### config.mk
export PLATFORM = sky130hd
export DESIGN_NAME = pec_top
export DESIGN_NICKNAME = d
export VERILOG_FILES = /design/src/pec_top.v
export VERILOG_INCLUDE_DIRS = /design/src
export SDC_FILE = /design/constraint.sdc
export NUM_CORES = 1
export LEC_CHECK = 0
export BUFFER_PORTS_ARGS = -buffer_cell sky130_fd_sc_hd__clkbuf_2
export CAP_MARGIN = 20
export CORE_ASPECT_RATIO = 1.25
export CORE_UTILIZATION = 50
export CTS_CLUSTER_SIZE = 12
export DETAILED_ROUTE_END_ITERATION = 7
export HOLD_SLACK_MARGIN = 0.03
export PLACE_DENSITY_LB_ADDON = 0.05
export SYNTH_ARGS = -nofsm -noshare
export SYNTH_HDL_FRONTEND = slang
export SYNTH_SLANG_ARGS = --single-unit
### constraint.sdc
create_clock -name core_clk -period 3.24 [get_ports core_clk]
set_clock_uncertainty 0.15 [all_clocks]
set_input_delay 0.81 -clock core_clk [delete_from_list [all_inputs] [get_ports core_clk]]
set_output_delay 0.81 -clock core_clk [all_outputs]
set_load 0.03 [all_outputs]
### src/pec_defs.vh
// Constants for the power event wake control block
// Overview of operation
// Standby-off flag sets when standby rail drops; write one clears it.
// Pulse-mode bit picks low pulse or held low level on request output.
// Writing one to power-off bit deasserts request; bit reads zero.
// Activation mask blocks every request source except switch-on.
// Writing one enables power-good reset and clears a held level reset.
// Power-good reset type: one level, zero edge.
// Switch-off delay select: one 21 seconds, zero 5 seconds.
// Mouse wake mode: one special key, zero signal edge.
// Delay enable: switch-off deasserts after delay, else immediately.
// Enabled rising edge on second ring input asserts request unless masked.
// Enabled rising edge on first ring input asserts request unless masked.
// Enabled modem ring detection asserts request unless masked.
// Ring mode: train over 16Hz for 0.19 s, or any falling edge.
// Enabled keyboard detection asserts request unless masked.
// Enabled mouse detection asserts request unless masked.
// Status bit 7 records keyboard detection since last read; read clears.
// Status bit 6 holds the switch-off timer; clears on return to main rail. The code clears it when the standby rail rises.
// Status bit 5 reads one once a switch-off event was detected.
// Status bit 4 shows main supply state while standby rail is off.
// Software writes zero to the reserved activate register.
// Status bits 3 and 2 record ring transitions since last read.
// Pulse-mode low pulse lasts a fixed number of clock cycles.
`ifndef PEC_DEFS_VH
`define PEC_DEFS_VH
`define PEC_ADDR_ACT    8'h30
`define PEC_ADDR_CFG1   8'hF0
`define PEC_ADDR_CFG2   8'hF1
`define PEC_ADDR_STAT   8'hF2
`define PEC_RST_BYTE    8'h00
// Config one fields
`define PEC_C1_SBOFF    7
`define PEC_C1_PULSE    6
`define PEC_C1_SWOFF    5
`define PEC_C1_MASK     4
`define PEC_C1_PGEN     3
`define PEC_C1_PGLVL    2
`define PEC_C1_DLY21    1
`define PEC_C1_MSKEY    0
// Config two fields
`define PEC_C2_DLYEN    6
`define PEC_C2_RI2EN    5
`define PEC_C2_RI1EN    4
`define PEC_C2_RNGEN    3
`define PEC_C2_RNGTRN   2
`define PEC_C2_KBEN     1
`define PEC_C2_MSEN     0
// Status fields
`define PEC_ST_KB       7
`define PEC_ST_HOLD     6
`define PEC_ST_SWOFF    5
`define PEC_ST_MAIN     4
`define PEC_ST_RI2      3
`define PEC_ST_RI1      2
`define PEC_ST_RNG      1
`define PEC_ST_MS       0
// Timing, clock in Hz
`define PEC_CLK_HZ      50000000
`define PEC_DLY5_S      5
`define PEC_DLY21_S     21
`define PEC_RNG_MS      190
`define PEC_RNG_HZ      16
`define PEC_DLY5_CYC    (`PEC_DLY5_S * `PEC_CLK_HZ)
`define PEC_DLY21_CYC   (`PEC_DLY21_S * `PEC_CLK_HZ)
`define PEC_RNG_CYC     ((`PEC_RNG_MS * (`PEC_CLK_HZ / 1000)))
`define PEC_RNGGAP_CYC  (`PEC_CLK_HZ / `PEC_RNG_HZ)
`define PEC_PULSE_CYC   8'h10
`define PEC_PG_CYC      8'h10
`endif

### src/pec_top.v
// Power event wake control: event collection and power request logic
`default_nettype none
`include "pec_defs.vh"
module pec_top #(
  parameter DLY5_CYC   = `PEC_DLY5_CYC,
  parameter DLY21_CYC  = `PEC_DLY21_CYC,
  parameter RNG_CYC    = `PEC_RNG_CYC,
  parameter RNGGAP_CYC = `PEC_RNGGAP_CYC
) (
  // Clock and reset
  input  wire       core_clk,
  input  wire       rst_n,
  // Register port
  input  wire [7:0] reg_addr,
  input  wire [7:0] reg_wdata,
  input  wire       reg_wr,
  input  wire       reg_rd,
  output reg  [7:0] reg_rdata,
  // Wake and rail inputs, asynchronous
  input  wire       ring_indicator_first,
  input  wire       ring_indicator_second,
  input  wire       modem_ring_n,
  input  wire       kbd_detect,
  input  wire       mouse_edge,
  input  wire       mouse_key,
  input  wire       switch_on_n,
  input  wire       switch_off_n,
  input  wire       standby_rail,
  input  wire       main_rail,
  // Power outputs
  output reg        power_on_request_n,
  output reg        power_good_reset_n
);

  // Two-stage synchronisers for all ten asynchronous inputs
  wire [9:0] raw_in = {main_rail, standby_rail, switch_off_n, switch_on_n,
                       mouse_key, mouse_edge, kbd_detect, modem_ring_n,
                       ring_indicator_second, ring_indicator_first};
  reg  [9:0] meta_q;
  reg  [9:0] sync_q;
  reg  [9:0] prev_q;
  genvar gi;
  generate
    for (gi = 0; gi < 10; gi = gi + 1) begin : g_sync
      always @(posedge core_clk) begin
        if (!rst_n) begin
          meta_q[gi] <= 1'b0;
          sync_q[gi] <= 1'b0;
          prev_q[gi] <= 1'b0;
        end else begin
          meta_q[gi] <= raw_in[gi];
          sync_q[gi] <= meta_q[gi];
          prev_q[gi] <= sync_q[gi];
        end
      end
    end
  endgenerate

  // Edge decode shared by every input except main_rail, which is used as a level
  function rise;
    input cur;
    input old;
    begin
      rise = cur & ~old;
    end
  endfunction

  wire ri1_rise  = rise(sync_q[0], prev_q[0]);
  wire ri2_rise  = rise(sync_q[1], prev_q[1]);
  wire rng_fall  = rise(prev_q[2], sync_q[2]);
  wire kb_rise   = rise(sync_q[3], prev_q[3]);
  wire ms_rise   = rise(sync_q[4], prev_q[4]);
  wire mk_rise   = rise(sync_q[5], prev_q[5]);
  wire son_ev    = rise(prev_q[6], sync_q[6]);
  wire soff_ev   = rise(prev_q[7], sync_q[7]);
  wire sb_fall   = rise(prev_q[8], sync_q[8]);
  wire sb_rise   = rise(sync_q[8], prev_q[8]);
  wire main_lvl  = sync_q[9];

  // Registers
  reg [7:0] act_q;
  reg [7:0] cfg1_q;
  reg [7:0] cfg2_q;
  reg       sboff_q;
  reg       kb_st_q;
  reg       hold_q;
  reg       swoff_st_q;
  reg       ri2_st_q;
  reg       ri1_st_q;
  reg       rng_st_q;
  reg       ms_st_q;
  reg       pg_en_q;

  wire wr_act  = reg_wr && (reg_addr == `PEC_ADDR_ACT);
  wire wr_c1   = reg_wr && (reg_addr == `PEC_ADDR_CFG1);
  wire wr_c2   = reg_wr && (reg_addr == `PEC_ADDR_CFG2);
  wire wr_st   = reg_wr && (reg_addr == `PEC_ADDR_STAT);
  wire rd_st   = reg_rd && (reg_addr == `PEC_ADDR_STAT);
  wire sw_poff = wr_c1 && reg_wdata[`PEC_C1_SWOFF];
  wire pg_clr  = wr_c1 && reg_wdata[`PEC_C1_PGEN];

  // Modem ring detection: falling edge or a sustained fast train
  reg [31:0] gap_q;
  reg [31:0] trn_q;
  reg        rng_det;
  always @* begin
    if (cfg2_q[`PEC_C2_RNGTRN])
      rng_det = rng_fall && (trn_q >= RNG_CYC);
    else
      rng_det = rng_fall;
  end

  // Train timer restarts when an edge gap exceeds one 16Hz period
  always @(posedge core_clk) begin
    if (!rst_n) begin
      gap_q <= 32'h00000000;
      trn_q <= 32'h00000000;
    end else if (rng_fall) begin
      gap_q <= 32'h00000000;
      trn_q <= (gap_q > RNGGAP_CYC) ? 32'h00000000 : trn_q + gap_q;
    end else begin
      if (gap_q <= RNGGAP_CYC)
        gap_q <= gap_q + 32'h00000001;
      else
        trn_q <= 32'h00000000;
    end
  end

  // Mouse detection picks edge or special key
  wire ms_det = cfg1_q[`PEC_C1_MSKEY] ? mk_rise : ms_rise;

  // Wake sources, gated by the activation mask except switch-on
  wire src_any = (cfg2_q[`PEC_C2_RI2EN] && ri2_rise) ||
                 (cfg2_q[`PEC_C2_RI1EN] && ri1_rise) ||
                 (cfg2_q[`PEC_C2_RNGEN] && rng_det) ||
                 (cfg2_q[`PEC_C2_KBEN]  && kb_rise) ||
                 (cfg2_q[`PEC_C2_MSEN]  && ms_det);
  wire wake = son_ev || (src_any && !cfg1_q[`PEC_C1_MASK]);

  // Config and status registers; event set wins over clear
  always @(posedge core_clk) begin
    if (!rst_n) begin
      act_q      <= `PEC_RST_BYTE;
      cfg1_q     <= `PEC_RST_BYTE;
      cfg2_q     <= `PEC_RST_BYTE;
      sboff_q    <= 1'b0;
      kb_st_q    <= 1'b0;
      hold_q     <= 1'b0;
      swoff_st_q <= 1'b0;
      ri2_st_q   <= 1'b0;
      ri1_st_q   <= 1'b0;
      rng_st_q   <= 1'b0;
      ms_st_q    <= 1'b0;
      pg_en_q    <= 1'b0;
    end else begin
      if (wr_act)
        act_q <= reg_wdata;
      if (wr_c1)
        cfg1_q <= {1'b0, reg_wdata[6], 1'b0, reg_wdata[4], 1'b0,
                   reg_wdata[2:0]};
      if (wr_c2)
        cfg2_q <= {1'b0, reg_wdata[6:0]};
      if (sb_fall)
        sboff_q <= 1'b1;
      else if (wr_c1 && reg_wdata[`PEC_C1_SBOFF])
        sboff_q <= 1'b0;
      if (pg_clr)
        pg_en_q <= 1'b1;
      kb_st_q  <= kb_rise  | (kb_st_q  & ~rd_st);
      ri2_st_q <= ri2_rise | (ri2_st_q & ~rd_st);
      ri1_st_q <= ri1_rise | (ri1_st_q & ~rd_st);
      rng_st_q <= rng_det  | (rng_st_q & ~rd_st);
      ms_st_q  <= ms_det   | (ms_st_q  & ~rd_st);
      if (soff_ev)
        swoff_st_q <= 1'b1;
      else if (son_ev)
        swoff_st_q <= 1'b0;
      if (sb_rise)
        hold_q <= 1'b0;
      else if (wr_st)
        hold_q <= reg_wdata[`PEC_ST_HOLD];
    end
  end

  // Switch-off delay machine
  localparam [2:0] S_ON   = 3'b001;
  localparam [2:0] S_WAIT = 3'b010;
  localparam [2:0] S_OFF  = 3'b100;
  reg [2:0]  st_q;
  reg [31:0] dly_q;
  reg [7:0]  pls_q;
  reg        req_q;
  wire [31:0] dly_lim = cfg1_q[`PEC_C1_DLY21] ? DLY21_CYC : DLY5_CYC;

  // Request state; a software power-off overrides any pending wake
  always @(posedge core_clk) begin
    if (!rst_n) begin
      st_q  <= S_OFF;
      dly_q <= 32'h00000000;
      req_q <= 1'b0;
    end else begin
      case (st_q)
        S_OFF: begin
          if (wake && !sw_poff) begin
            st_q  <= S_ON;
            req_q <= 1'b1;
          end
        end
        S_ON: begin
          if (sw_poff) begin
            st_q  <= S_OFF;
            req_q <= 1'b0;
          end else if (soff_ev) begin
            if (cfg2_q[`PEC_C2_DLYEN]) begin
              st_q  <= S_WAIT;
              dly_q <= 32'h00000000;
            end else begin
              st_q  <= S_OFF;
              req_q <= 1'b0;
            end
          end
        end
        S_WAIT: begin
          if (sw_poff || dly_q >= dly_lim - 1) begin
            st_q  <= S_OFF;
            req_q <= 1'b0;
          end else if (!hold_q) begin
            dly_q <= dly_q + 32'h00000001;
          end
        end
        default: begin
          st_q  <= S_OFF;
          req_q <= 1'b0;
        end
      endcase
    end
  end

  // Request pin: level or fixed low pulse on assertion
  always @(posedge core_clk) begin
    if (!rst_n) begin
      pls_q              <= 8'h00;
      power_on_request_n <= 1'b1;
    end else begin
      // A power-off cuts a running pulse short as well
      if (sw_poff)
        pls_q <= 8'h00;
      else if (st_q == S_OFF && wake)
        pls_q <= `PEC_PULSE_CYC;
      else if (pls_q != 8'h00)
        pls_q <= pls_q - 8'h01;
      if (cfg1_q[`PEC_C1_PULSE])
        power_on_request_n <= (pls_q == 8'h00);
      else
        power_on_request_n <= ~req_q;
    end
  end

  // Power-good reset: edge type pulses, level type holds until cleared
  reg [7:0] pg_cnt_q;
  reg       pg_hold_q;
  always @(posedge core_clk) begin
    if (!rst_n) begin
      pg_cnt_q           <= 8'h00;
      pg_hold_q          <= 1'b0;
      power_good_reset_n <= 1'b1;
    end else begin
      if (pg_en_q && wake && st_q == S_OFF) begin
        if (cfg1_q[`PEC_C1_PGLVL])
          pg_hold_q <= 1'b1;
        else
          pg_cnt_q <= `PEC_PG_CYC;
      end else begin
        if (pg_clr)
          pg_hold_q <= 1'b0;
        if (pg_cnt_q != 8'h00)
          pg_cnt_q <= pg_cnt_q - 8'h01;
      end
      power_good_reset_n <= ~(pg_hold_q || pg_cnt_q != 8'h00);
    end
  end

  // Read data, one cycle after the strobe; unmapped reads zero
  always @(posedge core_clk) begin
    if (!rst_n) begin
      reg_rdata <= 8'h00;
    end else if (reg_rd) begin
      case (reg_addr)
        `PEC_ADDR_ACT:  reg_rdata <= act_q;
        `PEC_ADDR_CFG1: reg_rdata <= {sboff_q, cfg1_q[6:0]};
        `PEC_ADDR_CFG2: reg_rdata <= cfg2_q;
        `PEC_ADDR_STAT: reg_rdata <= {kb_st_q, hold_q, swoff_st_q,
                                      main_lvl & ~sync_q[8],
                                      ri2_st_q, ri1_st_q, rng_st_q, ms_st_q};
        default:        reg_rdata <= 8'h00;
      endcase
    end else begin
      reg_rdata <= 8'h00;
    end
  end

endmodule // pec_top
`default_nettype wire

# After elaboration in Yosys (flattened, before gate mapping)
# Index checks and enable logic that the tools add are counted.
# classes
bitwise,35
muxes,38
n_addsub,6
order_cmp,4
eq_ne,19
n_reduce_logical,47
# op_table
cell,count
32-bit two-way mux,8
"32-bit by 1-bit adder with 32-bit output, second input constant",2
32-bit one-hot mux with 2 select lines,1
32-bit adder,1
"32-bit by 24-bit >= comparator with 1-bit output, second input constant",1
32-bit >= comparator,1
"32-bit by 22-bit > comparator with 1-bit output, second input constant",1
"32-bit by 22-bit less-or-equal comparator with 1-bit output, second input constant",1
8-bit one-hot mux with 4 select lines,1
"30-bit by 1-bit subtractor with 31-bit output, second input constant",1
30-bit two-way mux,1
"8-bit equality test, second input constant",3
8-bit two-way mux,3
"2-bit inequality test, second input constant",10
1-bit logical AND,19
1-bit bitwise AND,16
8-bit nonzero test,2
"8-bit by 1-bit subtractor with 8-bit output, second input constant",2
1-bit two-way mux,15
3-bit two-way mux,5
1-bit inverter,14
2-bit nonzero test,6
5-bit two-way mux,2
3-bit one-hot mux with 3 select lines,1
16 further kinds,32
# totals
wordCells,202
out_inout_bits,10
regBits,185
input_bits,30

# Logic depth before layout (Yosys ltp)
# depth
ltp_word,14
depth_mapped,12
depth_no_buf,11

# Worst setup path after synthesis
# OpenSTA, ideal clock, no wires.
# synth_timing
path_kind,register to register
start,reg gap_q[0]
end,reg trn_q[30]
required_ps,2958
setup_slack_ps,249
synth_period_minus_slack_ps,2991
path_stages_with_launch,12
t_arrival_ps,2709
setup_ps,132
n_path_buf,0
path_cell_list,dfxtp_1 > ha_1 > fa_1 > a21o_1 > a221oi_1 > or4b_1 > a211oi_2 > o211ai_2 > a211oi_1 > or4_1 > nand3_1 > a21oi_1
# synth_via
elab_chain_cells,3
elab_cells_between_ends,6
cone_classes,1 x add/sub; 2 x order compare; 1 x eq/ne; 2 x mux
# synth_lines
item,line_no,rtl
start: declaration,pec_top.v:103,reg [31:0] gap_q;
start signal: assignment,pec_top.v:123,gap_q <= gap_q + 32'h00000001;
32-bit adder or 32-bit by 22-bit > comparator with 1-bit output (tied branches),pec_top.v:120,trn_q <= (gap_q > RNGGAP_CYC) ? 32'h00000000 : trn_q + gap_q;
32-bit two-way mux,pec_top.v:120,
32-bit two-way mux,pec_top.v:118,end else if (rng_fall) begin
end signal: assignment,pec_top.v:120,
end: declaration,pec_top.v:104,reg [31:0] trn_q;
# Parallel ways exist; a longest one is shown, timed or not.
# A chain may end at the register's enable or synchronous reset.

# Worst setup path in the final report
# layout_timing
start,reg gap_q[4]
end,reg trn_q[25]
# The elaborated chain is that of the path after synthesis.

==> flow_summary.ini <==
[detailed_routing]
wirelength_um = 20660
routed_via_density = 5.548
drcViolationCount = 0
firstDrtPassIters = 5
num_vias = 7667
ant_nets = 0
wl_per_cell_um = 14.95
drt-initial-drc-count = 434

[synth]
avgSynthCellArea_um2 = 8.393
synth_common_cells = dfxtp_1 (185), nand2_1 (138), nor2_1 (100)
yosys_warnings = 0
ys_seq_elements = 185
synth_edf_count = 0
synth_top_cell_area_share_pct = 40.52
ys_async_sr_fraction_pct = 0
syn_area_um2 = 9140
yosysTopAreaCell = dfxtp_1
synth_fp_nets = 1165
ys.flop_type = dfxtp_1
seq_area_frac_synth_pct = 40.52
synthTopCellsByArea = dfxtp_1 (41%), ha_1 (6.2%), nand2_1 (5.7%)
yosysMostFrequentCell = dfxtp_1
syn_inst = 1089
synth_cell_types = 71

[sta]
worst_slew_pin_slew_ps = 849.1
finalSetupTns_ps = 0
setup-violations-final = 0
timing.final.hold_violations = 0
min_period_ps = 3122
slew_viol_final = 0
fmax_mhz = 320.3
fin_crit_sh_pct = 96.36
relSlewSlack_pct = 43.25
holdWs_ps = 285.3

[clocking]
cts_resized = 0
root_buffer = clkbuf_16
cts.sinks = 185
numCtsBuffers = 17
ctsHoldBuffers = 0
clk_path_buf_depth = 2
cts_tree = done
clk_latency_ps = 440
h-tree-depth = 4
cts_setup_buffers = 0
cts.clk_slew.worst_paths_ps = 80

[global_route]
grt-ovfl-total = 0
track_usage_pct = 22.96
grt_pass1_wl_um = 34460
grt_antenna_before_repair = 0
first_global_vias = 7254
grt_max_degree = 55

[die]
die_area_um2 = 18830
die_w_um = 122.9
core.rowCount = 54
num_io_pins = 40
fp.coreArea_um2 = 17700
dieHeight_um = 153.2
initial_core_util_pct = 51.63

[placement]
dp_hpwl_um = 14860
place.gp.congestion = 0.8689
dpl_cell_area_um2 = 9783
dp_cells = 1350
port_buffers = 39

[power]
vdd_drop_max_v = 0.0003972
finalPower_mw = 5.284
power_density_nw_per_um2 = 509.2
p_leak_nw = 4.150

[worst_setup_path]
ff2ff_setup_slack_ps = 120
endpoint_kind = flop
start_kind = flop
path_delay_family = compound AO/OA/AOI/OAI gates
slowest_stage = o41ai_2
path_cells = ha_1 -> o211ai_1 -> o211ai_1 -> a21oi_1 -> o41ai_2 -> buf_4 -> a211oi_1 -> o21ai_1 -> xor2_1 -> nand2_1 -> a21oi_1
crit_buf_inv = 1
worstPathRequired_ps = 3460
cp_slowest_stage_delay_ps = 650
cp.arrival_ps = 3340
critPathKind = reg2reg
path_max_fanout = 5

[finish]
area_growth_pct = 13.52
fin_area_um2 = 10380
drive_gt1_share_pct = 11.23
n_antenna_cell = 0
final_nets = 1221
stdcell_count = 1382

[hold_path]
hold_class = reg2reg

[outcome]
status = finished, final reports clean

[run]
maxCapViolCount = 0
cell type report:
class	instances	area [um2]
Multi-Input combinational cell	834	5202
Tap cell	224	280.3
Clock inverter	14	146.4
Timing Repair Buffer	76	498.0
Inverter	31	116.4
Sequential cell	185	3704
Clock buffer	18	429.2
Fill cell	1662	7326
power breakdown:
part	switching (mW)	internal, mW	leakage, nW
registers	0.0991	2.40	1.50
clock network	1.00	1.04	0.282
logic	0.404	0.337	2.37
total	1.51	3.78	4.15
per-layer routing:
layer / share of wire, % / up-vias / track usage [%]
met2: 49 / 125 / 40.72
met4: 2.2 / 0 / 8.537
met5: 0 / - / 0
met1: 46 / 3557 / 27.73
met3: 2.5 / 29 / 3.022
li1: - / 3956 / -
metrics by stage:
stage                     utilization (%)  setup WS (ps)
after detailed placement            55.27          127.8
after CTS                           58.52          111.4
after global placement              55.27          151.7
after global routing                58.62         -30.52
final                               58.62          117.8
after floorplan                         -          249.0
cells by family (layout without fill, tap and decap cells):
kind of cell             Yosys count  after routing  share of synthesized area [%]
AND/OR/NAND/NOR                  467            467                          25.41
AO/OA/AOI/OAI                    238            238                          16.62
flip-flops                       185            185                          40.52
XOR/XNOR                          70             70                          6.708
buffers and inverters             70            139                          2.888
adder cells (fa/ha/maj)           46             46                          6.379
multiplexers                      13             13                          1.478
final timing paths:
path,start,end,cells past startpoint
setup / recovery,gap_q[4],trn_q[25],11
hold / removal,meta_q[1],sync_q[1],1
setup reg to reg,gap_q[4],trn_q[25],11
hold reg to reg,meta_q[1],sync_q[1],1
state kept, by name, indices dropped and copies added, names as in the netlist, 3 cells and up:
| signal | count |
|---|---|
| act_q | 8 |
| cfg1_q | 5 |
| cfg2_q | 7 |
| dly_q | 32 |
| gap_q | 32 |
| meta_q | 10 |
| pg_cnt_q | 8 |
| pls_q | 8 |
| prev_q | 9 |
| reg_rdata | 8 |
| st_q | 3 |
| sync_q | 9 |
| trn_q | 32 |
cells in the final DEF (no fill, tap or decap), types with 21 or more instances in the layout:
master    netlist  layout
dfxtp_1       185     185
nand2_1       138     138
nor2_1        100     100
a21oi_1        94      94
ha_1           45      45
o21ai_0        39      39
clkbuf_2        0      39
nand3_1        38      38
xnor2_1        38      38
and2_1         36      36
buf_4           0      35
xor2_1         32      32
inv_1          31      31
nor3_1         27      27
nor2b_1        22      21
worst register-to-register path: stages (launching register included):
cell      delay, ps
dfxtp_1         360
ha_1            380
o211ai_1        130
o211ai_1        320
a21oi_1         150
o41ai_2         650
buf_4           240
a211oi_1        120
o21ai_1         190
xor2_1          170
nand2_1          70
a21oi_1         150
Power figures use the tool's default switching activity.
